### src/core/ccsc_pkg.sv
// package: register indices, field positions and reset values of the card status change block
package ccsc_pkg;

    // register indices; the byte address on the bus is four times the index
    localparam logic [5:0] CCSC_IDX_IRQ_CFG    = 6'h05;
    localparam logic [5:0] CCSC_IDX_IO_CTRL    = 6'h07;
    localparam logic [5:0] CCSC_IDX_WIN0_SL    = 6'h08;
    localparam logic [5:0] CCSC_IDX_WIN0_SH    = 6'h09;
    localparam logic [5:0] CCSC_IDX_WIN0_PL    = 6'h0A;
    localparam logic [5:0] CCSC_IDX_WIN0_PH    = 6'h0B;
    localparam logic [5:0] CCSC_IDX_WIN1_SL    = 6'h0C;
    localparam logic [5:0] CCSC_IDX_WIN1_SH    = 6'h0D;
    localparam logic [5:0] CCSC_IDX_WIN1_PL    = 6'h0E;
    localparam logic [5:0] CCSC_IDX_WIN1_PH    = 6'h0F;
    localparam logic [5:0] CCSC_IDX_EVT_STAT   = 6'h10;
    localparam logic [5:0] CCSC_IDX_EVT_MASK   = 6'h11;

    // window byte registers are contiguous from the first window index
    localparam logic [5:0] CCSC_IDX_WIN_BASE   = CCSC_IDX_WIN0_SL;
    localparam int         CCSC_WIN_BYTES      = 8;

    // status change configuration fields
    localparam int         CCSC_CFG_ROUTE_LSB  = 4;
    localparam int         CCSC_CFG_CD_EN      = 3;
    localparam int         CCSC_CFG_RDY_EN     = 2;
    localparam int         CCSC_CFG_BWARN_EN   = 1;
    localparam int         CCSC_CFG_BDEAD_EN   = 0;

    // io control fields
    localparam int         CCSC_IOC_MAP_EN     = 7;
    localparam int         CCSC_IOC_W0_WIDE    = 0;
    localparam int         CCSC_IOC_W1_WIDE    = 1;

    // card input vector positions
    localparam int         CCSC_PIN_CD1        = 0;
    localparam int         CCSC_PIN_CD2        = 1;
    localparam int         CCSC_PIN_RDY        = 2;
    localparam int         CCSC_PIN_BWARN      = 3;
    localparam int         CCSC_PIN_BDEAD      = 4;
    localparam int         CCSC_PINS           = 5;

    // reset values and the prime count at which edge detection starts
    localparam logic [7:0] CCSC_RST_BYTE       = 8'h00;
    localparam logic [3:0] CCSC_RST_EVT        = 4'h0;
    localparam logic [1:0] CCSC_PRIME_DONE     = 2'h3;

    typedef struct packed {
        logic [7:0]                  irq_cfg;
        logic [7:0]                  io_ctrl;
        logic [CCSC_WIN_BYTES-1:0][7:0] win;
        logic [3:0]                  evt_stat;
        logic [3:0]                  evt_mask;
        logic [CCSC_PINS-1:0]        sync1;
        logic [CCSC_PINS-1:0]        sync2;
        logic [CCSC_PINS-1:0]        prev;
        logic [1:0]                  prime;
        logic                        ack;
        logic [31:0]                 dat;
        logic                        irq;
        logic [3:0]                  route;
        logic                        io_hit;
        logic                        io_win;
        logic                        io_wide;
    } ccsc_state_t;

    typedef struct packed {
        logic                        req;
        logic [15:0]                 addr;
    } ccsc_io_req_t;

    typedef struct packed {
        logic                        hit;
        logic                        win;
        logic                        wide;
    } ccsc_io_rsp_t;

endpackage

### src/core/ccsc_regs.sv
// card status change interrupt configuration and io window registers behind a wishbone slave
//
// Chosen here: register access over Wishbone.
`timescale 1ns/1ps
`default_nettype none

module ccsc_regs
    import ccsc_pkg::*;
(
    // clock and reset
    input  wire logic          sys_clk,
    input  wire logic          arst_n,
    // wishbone slave
    input  wire logic          wb_cyc_i,
    input  wire logic          wb_stb_i,
    input  wire logic          wb_we_i,
    input  wire logic [7:0]    wb_adr_i,
    input  wire logic [3:0]    wb_sel_i,
    input  wire logic [31:0]   wb_dat_i,
    output logic      [31:0]   wb_dat_o,
    output logic               wb_ack_o,
    // card status pins
    input  wire logic          card_detect_first_n,
    input  wire logic          card_detect_second_n,
    input  wire logic          card_ready,
    input  wire logic          card_batt_warn,
    input  wire logic          card_batt_dead,
    // status change interrupt
    output logic               csc_irq,
    output logic      [3:0]    interrupt_request_line,
    // host io lookup
    input  wire ccsc_io_req_t  io_req,
    output ccsc_io_rsp_t       io_rsp
);

    ccsc_state_t st_reg;
    ccsc_state_t st_next;

    logic [CCSC_PINS-1:0] pins;
    logic [1:0]           win_hit;
    logic [3:0]           evt;
    logic [3:0]           evt_en;
    logic                 req_new;
    logic                 wr_done;
    logic [5:0]           idx;

    assign pins = {card_batt_dead, card_batt_warn, card_ready, card_detect_second_n, card_detect_first_n};
    assign idx     = wb_adr_i[7:2];
    // a request is answered one cycle after it is raised
    assign req_new = wb_cyc_i & wb_stb_i & ~st_reg.ack;
    // the write lands at the edge where the master sees ack
    assign wr_done = wb_cyc_i & wb_stb_i & wb_we_i & wb_sel_i[0] & st_reg.ack;

    // edges seen on synchronised pins; held off until the pipeline is primed,
    // otherwise an absent card would look like a detect change after reset
    always_comb begin
        evt = 4'h0;
        if (st_reg.prime == CCSC_PRIME_DONE) begin
            evt[CCSC_CFG_CD_EN]    = (st_reg.sync2[CCSC_PIN_CD1] ^ st_reg.prev[CCSC_PIN_CD1])
                                   | (st_reg.sync2[CCSC_PIN_CD2] ^ st_reg.prev[CCSC_PIN_CD2]);
            evt[CCSC_CFG_RDY_EN]   = st_reg.sync2[CCSC_PIN_RDY] & ~st_reg.prev[CCSC_PIN_RDY];
            evt[CCSC_CFG_BWARN_EN] = st_reg.sync2[CCSC_PIN_BWARN] & ~st_reg.prev[CCSC_PIN_BWARN];
            evt[CCSC_CFG_BDEAD_EN] = st_reg.sync2[CCSC_PIN_BDEAD] & ~st_reg.prev[CCSC_PIN_BDEAD];
        end
    end

    // enable bits share the position of the event they gate
    assign evt_en = evt & st_reg.irq_cfg[3:0];

    // window compare, inclusive at both ends so start == stop gives one byte
    genvar w;
    generate
        for (w = 0; w < 2; w++) begin : g_win
            logic [15:0] start;
            logic [15:0] stop;
            assign start = {st_reg.win[4*w+1], st_reg.win[4*w]};
            assign stop  = {st_reg.win[4*w+3], st_reg.win[4*w+2]};
            assign win_hit[w] = io_req.req & st_reg.io_ctrl[CCSC_IOC_MAP_EN]
                              & (io_req.addr >= start) & (io_req.addr <= stop);
        end
    endgenerate

    always_comb begin
        st_next = st_reg;

        // two-stage synchroniser for card pins
        st_next.sync1 = pins;
        st_next.sync2 = st_reg.sync1;
        st_next.prev  = st_reg.sync2;
        if (st_reg.prime != CCSC_PRIME_DONE) begin
            st_next.prime = st_reg.prime + 2'h1;
        end

        // bus answer
        st_next.ack = req_new;
        if (req_new) begin
            st_next.dat = 32'h0000_0000;
            unique case (idx)
                CCSC_IDX_IRQ_CFG:  st_next.dat[7:0] = st_reg.irq_cfg;
                CCSC_IDX_IO_CTRL:  st_next.dat[7:0] = st_reg.io_ctrl;
                CCSC_IDX_EVT_STAT: st_next.dat[3:0] = st_reg.evt_stat;
                CCSC_IDX_EVT_MASK: st_next.dat[3:0] = st_reg.evt_mask;
                default: begin
                    if (idx >= CCSC_IDX_WIN_BASE && idx <= CCSC_IDX_WIN1_PH) begin
                        st_next.dat[7:0] = st_reg.win[3'(idx - CCSC_IDX_WIN_BASE)];
                    end
                end
            endcase
        end

        // register writes; unmapped indices are acked and ignored
        if (wr_done) begin
            unique case (idx)
                CCSC_IDX_IRQ_CFG:  st_next.irq_cfg  = wb_dat_i[7:0];
                CCSC_IDX_IO_CTRL:  st_next.io_ctrl  = wb_dat_i[7:0];
                CCSC_IDX_EVT_MASK: st_next.evt_mask = wb_dat_i[3:0];
                default: begin
                    if (idx >= CCSC_IDX_WIN_BASE && idx <= CCSC_IDX_WIN1_PH) begin
                        st_next.win[3'(idx - CCSC_IDX_WIN_BASE)] = wb_dat_i[7:0];
                    end
                end
            endcase
        end

        // sticky status, write one to clear; a new event wins over the clear
        if (wr_done && idx == CCSC_IDX_EVT_STAT) begin
            st_next.evt_stat = st_reg.evt_stat & ~wb_dat_i[3:0];
        end
        st_next.evt_stat = st_next.evt_stat | evt_en;

        st_next.irq   = |(st_reg.evt_stat & st_reg.evt_mask);
        st_next.route = st_reg.irq_cfg[7:CCSC_CFG_ROUTE_LSB];

        // io lookup; window 0 has priority when both match
        st_next.io_hit  = |win_hit;
        st_next.io_win  = ~win_hit[0] & win_hit[1];
        // a miss reports no width, so a stale window setting never shows on a lookup
        st_next.io_wide = win_hit[0] ? st_reg.io_ctrl[CCSC_IOC_W0_WIDE]
                                     : win_hit[1] & st_reg.io_ctrl[CCSC_IOC_W1_WIDE];
    end

    always_ff @(posedge sys_clk or negedge arst_n) begin
        if (!arst_n) begin
            st_reg          <= '0;
            st_reg.irq_cfg  <= CCSC_RST_BYTE;
            st_reg.io_ctrl  <= CCSC_RST_BYTE;
            st_reg.evt_stat <= CCSC_RST_EVT;
            st_reg.evt_mask <= CCSC_RST_EVT;
        end else begin
            st_reg <= st_next;
        end
    end

    assign wb_dat_o               = st_reg.dat;
    assign wb_ack_o               = st_reg.ack;
    assign csc_irq                = st_reg.irq;
    assign interrupt_request_line = st_reg.route;
    assign io_rsp.hit             = st_reg.io_hit;
    assign io_rsp.win             = st_reg.io_win;
    assign io_rsp.wide            = st_reg.io_wide;

    logic [15:0] s0;
    logic [15:0] p0;
    logic [15:0] s1;
    logic [15:0] p1;
    assign s0 = {st_reg.win[1], st_reg.win[0]};
    assign p0 = {st_reg.win[3], st_reg.win[2]};
    assign s1 = {st_reg.win[5], st_reg.win[4]};
    assign p1 = {st_reg.win[7], st_reg.win[6]};
endmodule // ccsc_regs

`default_nettype wire

### config.mk
export PLATFORM = sky130hd
export DESIGN_NAME = ccsc_regs
export DESIGN_NICKNAME = d
export VERILOG_FILES = /design/src/core/ccsc_pkg.sv /design/src/core/ccsc_regs.sv
export SDC_FILE = /design/constraint.sdc
export NUM_CORES = 1
export LEC_CHECK = 0
export ABC_AREA = 1
export BUFFER_PORTS_ARGS = -buffer_cell sky130_fd_sc_hd__buf_2
export CELL_PAD_IN_SITES_DETAIL_PLACEMENT = 0
export CELL_PAD_IN_SITES_GLOBAL_PLACEMENT = 1
export CORE_AREA = 5 5 151 117
export CTS_CLUSTER_DIAMETER = 150
export DETAILED_ROUTE_END_ITERATION = 10
export DIE_AREA = 0 0 156 122
export GPL_TIMING_DRIVEN = 1
export PLACE_DENSITY_LB_ADDON = 0.1
export SETUP_SLACK_MARGIN = 0.15
export SLEW_MARGIN = 30
export SYNTH_ARGS = -nofsm -noshare
export SYNTH_HDL_FRONTEND = slang
export SYNTH_SLANG_ARGS = --single-unit
### constraint.sdc
create_clock -name sys_clk -period 4.6 [get_ports sys_clk]
set_clock_uncertainty 0.2 [all_clocks]
set_input_delay 0.92 -clock sys_clk [delete_from_list [all_inputs] [get_ports sys_clk]]
set_output_delay 0.92 -clock sys_clk [all_outputs]
set_load 0.05 [all_outputs]
; Word-level counts from Yosys, hierarchy flattened
; Index checks and enable logic that the tools add are counted.
[op_classes]
n_mux = 11
n_bitwise = 29
n_eq_ne = 6
n_addsub = 2
order_cmp = 8
reduce_logical = 11
[op_table]
columns = operator, count
row1 = $bwmux W64, 1
row2 = $ge A16 B16 Y1, 2
row3 = $le A16 B16 Y1, 2
row4 = $bmux W8 S3, 1
row5 = $demux W8 S3, 1
row6 = $mux W8, 3
row7 = $pmux W4 S4, 1
row8 = $and A1 B1 Y1, 15
row9 = $and A4 B4 Y4, 3
row10 = $eq A6 B3 Y1 const B, 2
row11 = $eq A6 B5 Y1 const B, 2
row12 = $pmux W4 S3, 1
row13 = $mux W4, 2
row14 = $ge A6 B4 Y1 const B, 1
row15 = $le A6 B4 Y1 const B, 1
row16 = $not A1 Y1, 6
row17 = $reduce_and A2 Y1, 3
row18 = $lt A3 B4 Y1 const B, 1
row19 = $not A4 Y4, 1
row20 = $or A4 B4 Y4, 1
row21 = $reduce_or A2 Y1, 2
row22 = $reduce_or A4 Y1, 1
row23 = $ge A3 B1 Y1 const B, 1
row24 = $logic_and A1 B1 Y1, 3
row25 = 9 further kinds, 10
[word_totals]
out_inout_bits = 41
in_bits = 71
elab_cells = 90
register_bits = 122

; Longest topological paths before layout
[logic_depth]
word_depth = 7
mapped_depth = 15
depth_no_buf = 15

; Worst setup path after synthesis
; Ideal clock, no wire load.
[synth_path]
path_type = input to register
startpoint = input wb_cyc_i
endpoint = register st_reg[135] in the netlist's numbering
stages = 8
n_path_buf = 2
arrival_ns = 1.951
path_slack_ns = 2.322
setup_ns = 0.128
required_ns = 4.272
path_cell_list = nand2_1 > nor2_1 > nand3_1 > or2_1 > buf_2 > buf_2 > nand2_1 > o21ai_1
[synth_via]
elab_chain_len = 5
[synth_lines]
columns = item, line_no
row1 = start: declaration, ccsc_regs.sv:14  ; input wire logic wb_cyc_i,
row2 = $and A1 B1 Y1 (4 in series), ccsc_regs.sv:52  ; assign wr_done = wb_cyc_i & wb_stb_i & wb_we_i & wb_sel_i[0] & st_reg.ack;
row3 = $reduce_and A2 Y1 (no source line), n/a
row4 = end signal: assignment, ccsc_regs.sv:150  ; st_reg <= st_next;
row5 = end: declaration, ccsc_regs.sv:36  ; ccsc_state_t st_reg;
; No other way between the ends.
; A chain may end at the register's enable or synchronous reset.

; Worst setup path in the final report
[layout_path]
startpoint = input wb_adr_i[2]
endpoint = register st_reg[61] in the netlist's numbering
[layout_via]
elab_chain_len = 2
[layout_lines]
columns = item, line_no
row1 = start: declaration, ccsc_regs.sv:17  ; input wire logic [7:0] wb_adr_i,
row2 = $eq A6 B5 Y1, ccsc_regs.sv:113  ; unique case (idx)
row3 = $reduce_and A2 Y1 (no source line), n/a
; No other way between the ends.

==> out/metrics.cfg <==
[status]
outcome = completed

[yosys]
synth_common_cells = nand2_1 (195), dfrtp_1 (122), inv_1 (109)
yosysSeqAreaShare = 0.4230
yosysTopAreaCellShare = 0.4230
yosys.area_share.adder = 0.1127
synth_edf_count = 0
ys_ff_latch = 122
synth.area.mux_share = 0.001560
yosysTopAreaCell = dfrtp_1
synth_compound_area_frac = 0.1534
synth_most_common_cell = nand2_1
synth_xor_area_frac = 0.003641
synth_top_family_by_area = simple AND/OR/NAND/NOR gates
synthTopCellsByArea = dfrtp_1 (42%), ha_1 (11%), nand2_1 (10%)
syn_area_per_cell_um2 = 8.511
syn-cell-area_um2 = 7217
synthSimpleGateAreaFrac = 0.1782
synth.distinct_cells = 44
synthCells = 848
synthFlopType = dfrtp_1
async_reset_ff_frac = 1.000
yosys_warnings = 0

[grt]
grt-ovfl-total = 0
grt_max_degree = 58
grt_first_pass_wirelength_um = 30290
antenna_found_initial = 0
grt_pass1_vias = 5621
grt.total_usage = 0.2133

[die]
dieArea_um2 = 19030
io_pins = 112
die_y_um = 122
die-width_um = 156
initial_utilization = 0.4438
rows = 41
core_area_um2 = 16260

[clock_tree]
cts_root_buf = clkbuf_16
postCtsResizedCells = 0
cts_htree_levels = 4
cts_tree = done
path_clk_slew_ns = 0.06
cts_buffer_depth = 2
cts_buffers = 17
postCtsSetupBuffers = 0
holdBufCountCts = 0
insertion_delay_ns = 0.43
cts.sinks = 122

[layout]
drive_above_1_share = 0.1437
n_antenna_cell = 0
layoutNonFillerInstCount = 1113
area_growth_pct = 11.69
layout.nets = 1022
finish.utilization = 0.4957

[drt]
drtPass1Iterations = 5
vias = 5690
routedWlPerCell_um = 17.41
viasPerCell = 5.112
drc_errors = 0
antenna_left = 0
dr.first_iter.drc_count = 346
wirelength_um = 19380

[critical_path]
path_class = input pin to register
crit_fanout = 35
worstPathRequired_ns = 4.67
cp.arrival_ns = 2.80
startpoint_type = input pin
crit_path_end_kind = register

[timing]
finalSetupViolations = 0
tightest_slew_ns = 0.8421
slew-limit-headroom = 0.4386
fmaxAchievable_mhz = 367.2
finalCriticalPeriod_ns = 2.723
finalHoldViolations = 0
period_share = 0.5920
grt_setup_unrepaired = false
post-route-worst-setup-slack_ns = 1.877
setup_tns_ns = 0
maxSlewViolCount = 0

[power_and_ir_drop]
p_per_area_nw_per_um2 = 361.6
worst_ir_drop_vdd_uv = 257.1
power_leakage_uw = 0.003845

[flow_run]
cap_violations = 0

[place]
gp_congestion = 0.8313
post-place-cells = 1082
io_buffers = 58
dp_slack_ns = 1.457
dp_hpwl_um = 14920

[hold_path]
hold_class = register to register

## power by group
| part | internal, µW | switching, µW | total (µW) |
|---|---|---|---|
| Combinational | 83.6 | 257 | 341 |
| Clock | 962 | 500 | 1460 |
| Sequential | 1100 | 14.3 | 1110 |
## metal layers
layer / part of all wire / vias to the layer above / wire length (µm) / global-route usage
li1: - / 2823 / - / -
met1: 0.51 / 2639 / 9809 / 0.3142
met2: 0.40 / 187 / 7764 / 0.2952
met4: 0.029 / 0 / 560 / 0.08693
met5: 0 / - / 0 / 0
met3: 0.064 / 41 / 1246 / 0.05753
## cell type report
type | instances | area, µm²
inverters | 116 | 442.9
multi-input cells | 568 | 3334
repair buffers | 61 | 315.3
fillers | 1539 | 8202
clock buffers | 17 | 425.4
flip-flops and latches | 122 | 3053
well taps | 215 | 269.0
clock inverters | 14 | 220.2
## metrics by stage
step	area [µm²]	power, µW	hold slack (ns)
2_1_floorplan	7303	1384	0.1312
3_3_place_gp	7415	1462	0.1320
3_5_place_dp	7415	1473	0.1347
4_1_cts	8060	2936	0.1478
5_1_grt	8060	3023	0.1576
6_report	8060	2915	0.1466
## worst max-delay path, stage by stage
cell and delay, ns:
buf_2 0.64, nand2_4 0.29, nor2_2 0.21, nand3_2 0.17
or2_0 0.38, nand2_1 0.11, o21ai_1 0.07
## kinds of logic after synthesis
family / after synthesis
AND/OR/NAND/NOR: 280
AO/OA/AOI/OAI: 195
buffers and inverters: 181
flip-flops: 122
adder cells (fa/ha/maj): 65
XOR/XNOR: 3
other: 1
multiplexers: 1
## path summary, 6_finish.rpt
check | cells after the start | to | startpoint | slack [ns]
worst max-delay path | 7 | st_reg[61] | wb_adr_i[2] | 1.88
worst max register to register | 10 | io_rsp[1] | g_win[1].start[11] | 2.25
worst min register to register | 0 | st_next[44] | st_next[49] | 0.15
max in group asynchronous | 2 | g_win[0].start[12] | arst_n | 2.93
worst min-delay path | 0 | st_next[44] | st_next[49] | 0.15
min in group asynchronous | 1 | st_reg[59] | arst_n | 0.35
## cells in the final DEF (no fill, tap or decap), types with 24 or more instances in the layout
cell type    n
nand2_1    195
dfrtp_1    122
inv_1      109
o21ai_1     77
ha_1        65
buf_2       57
a21oi_1     52
nor2_1      32
o21ai_0     26
conb_1      24
Note: power is estimated with default switching activity, not from simulation.
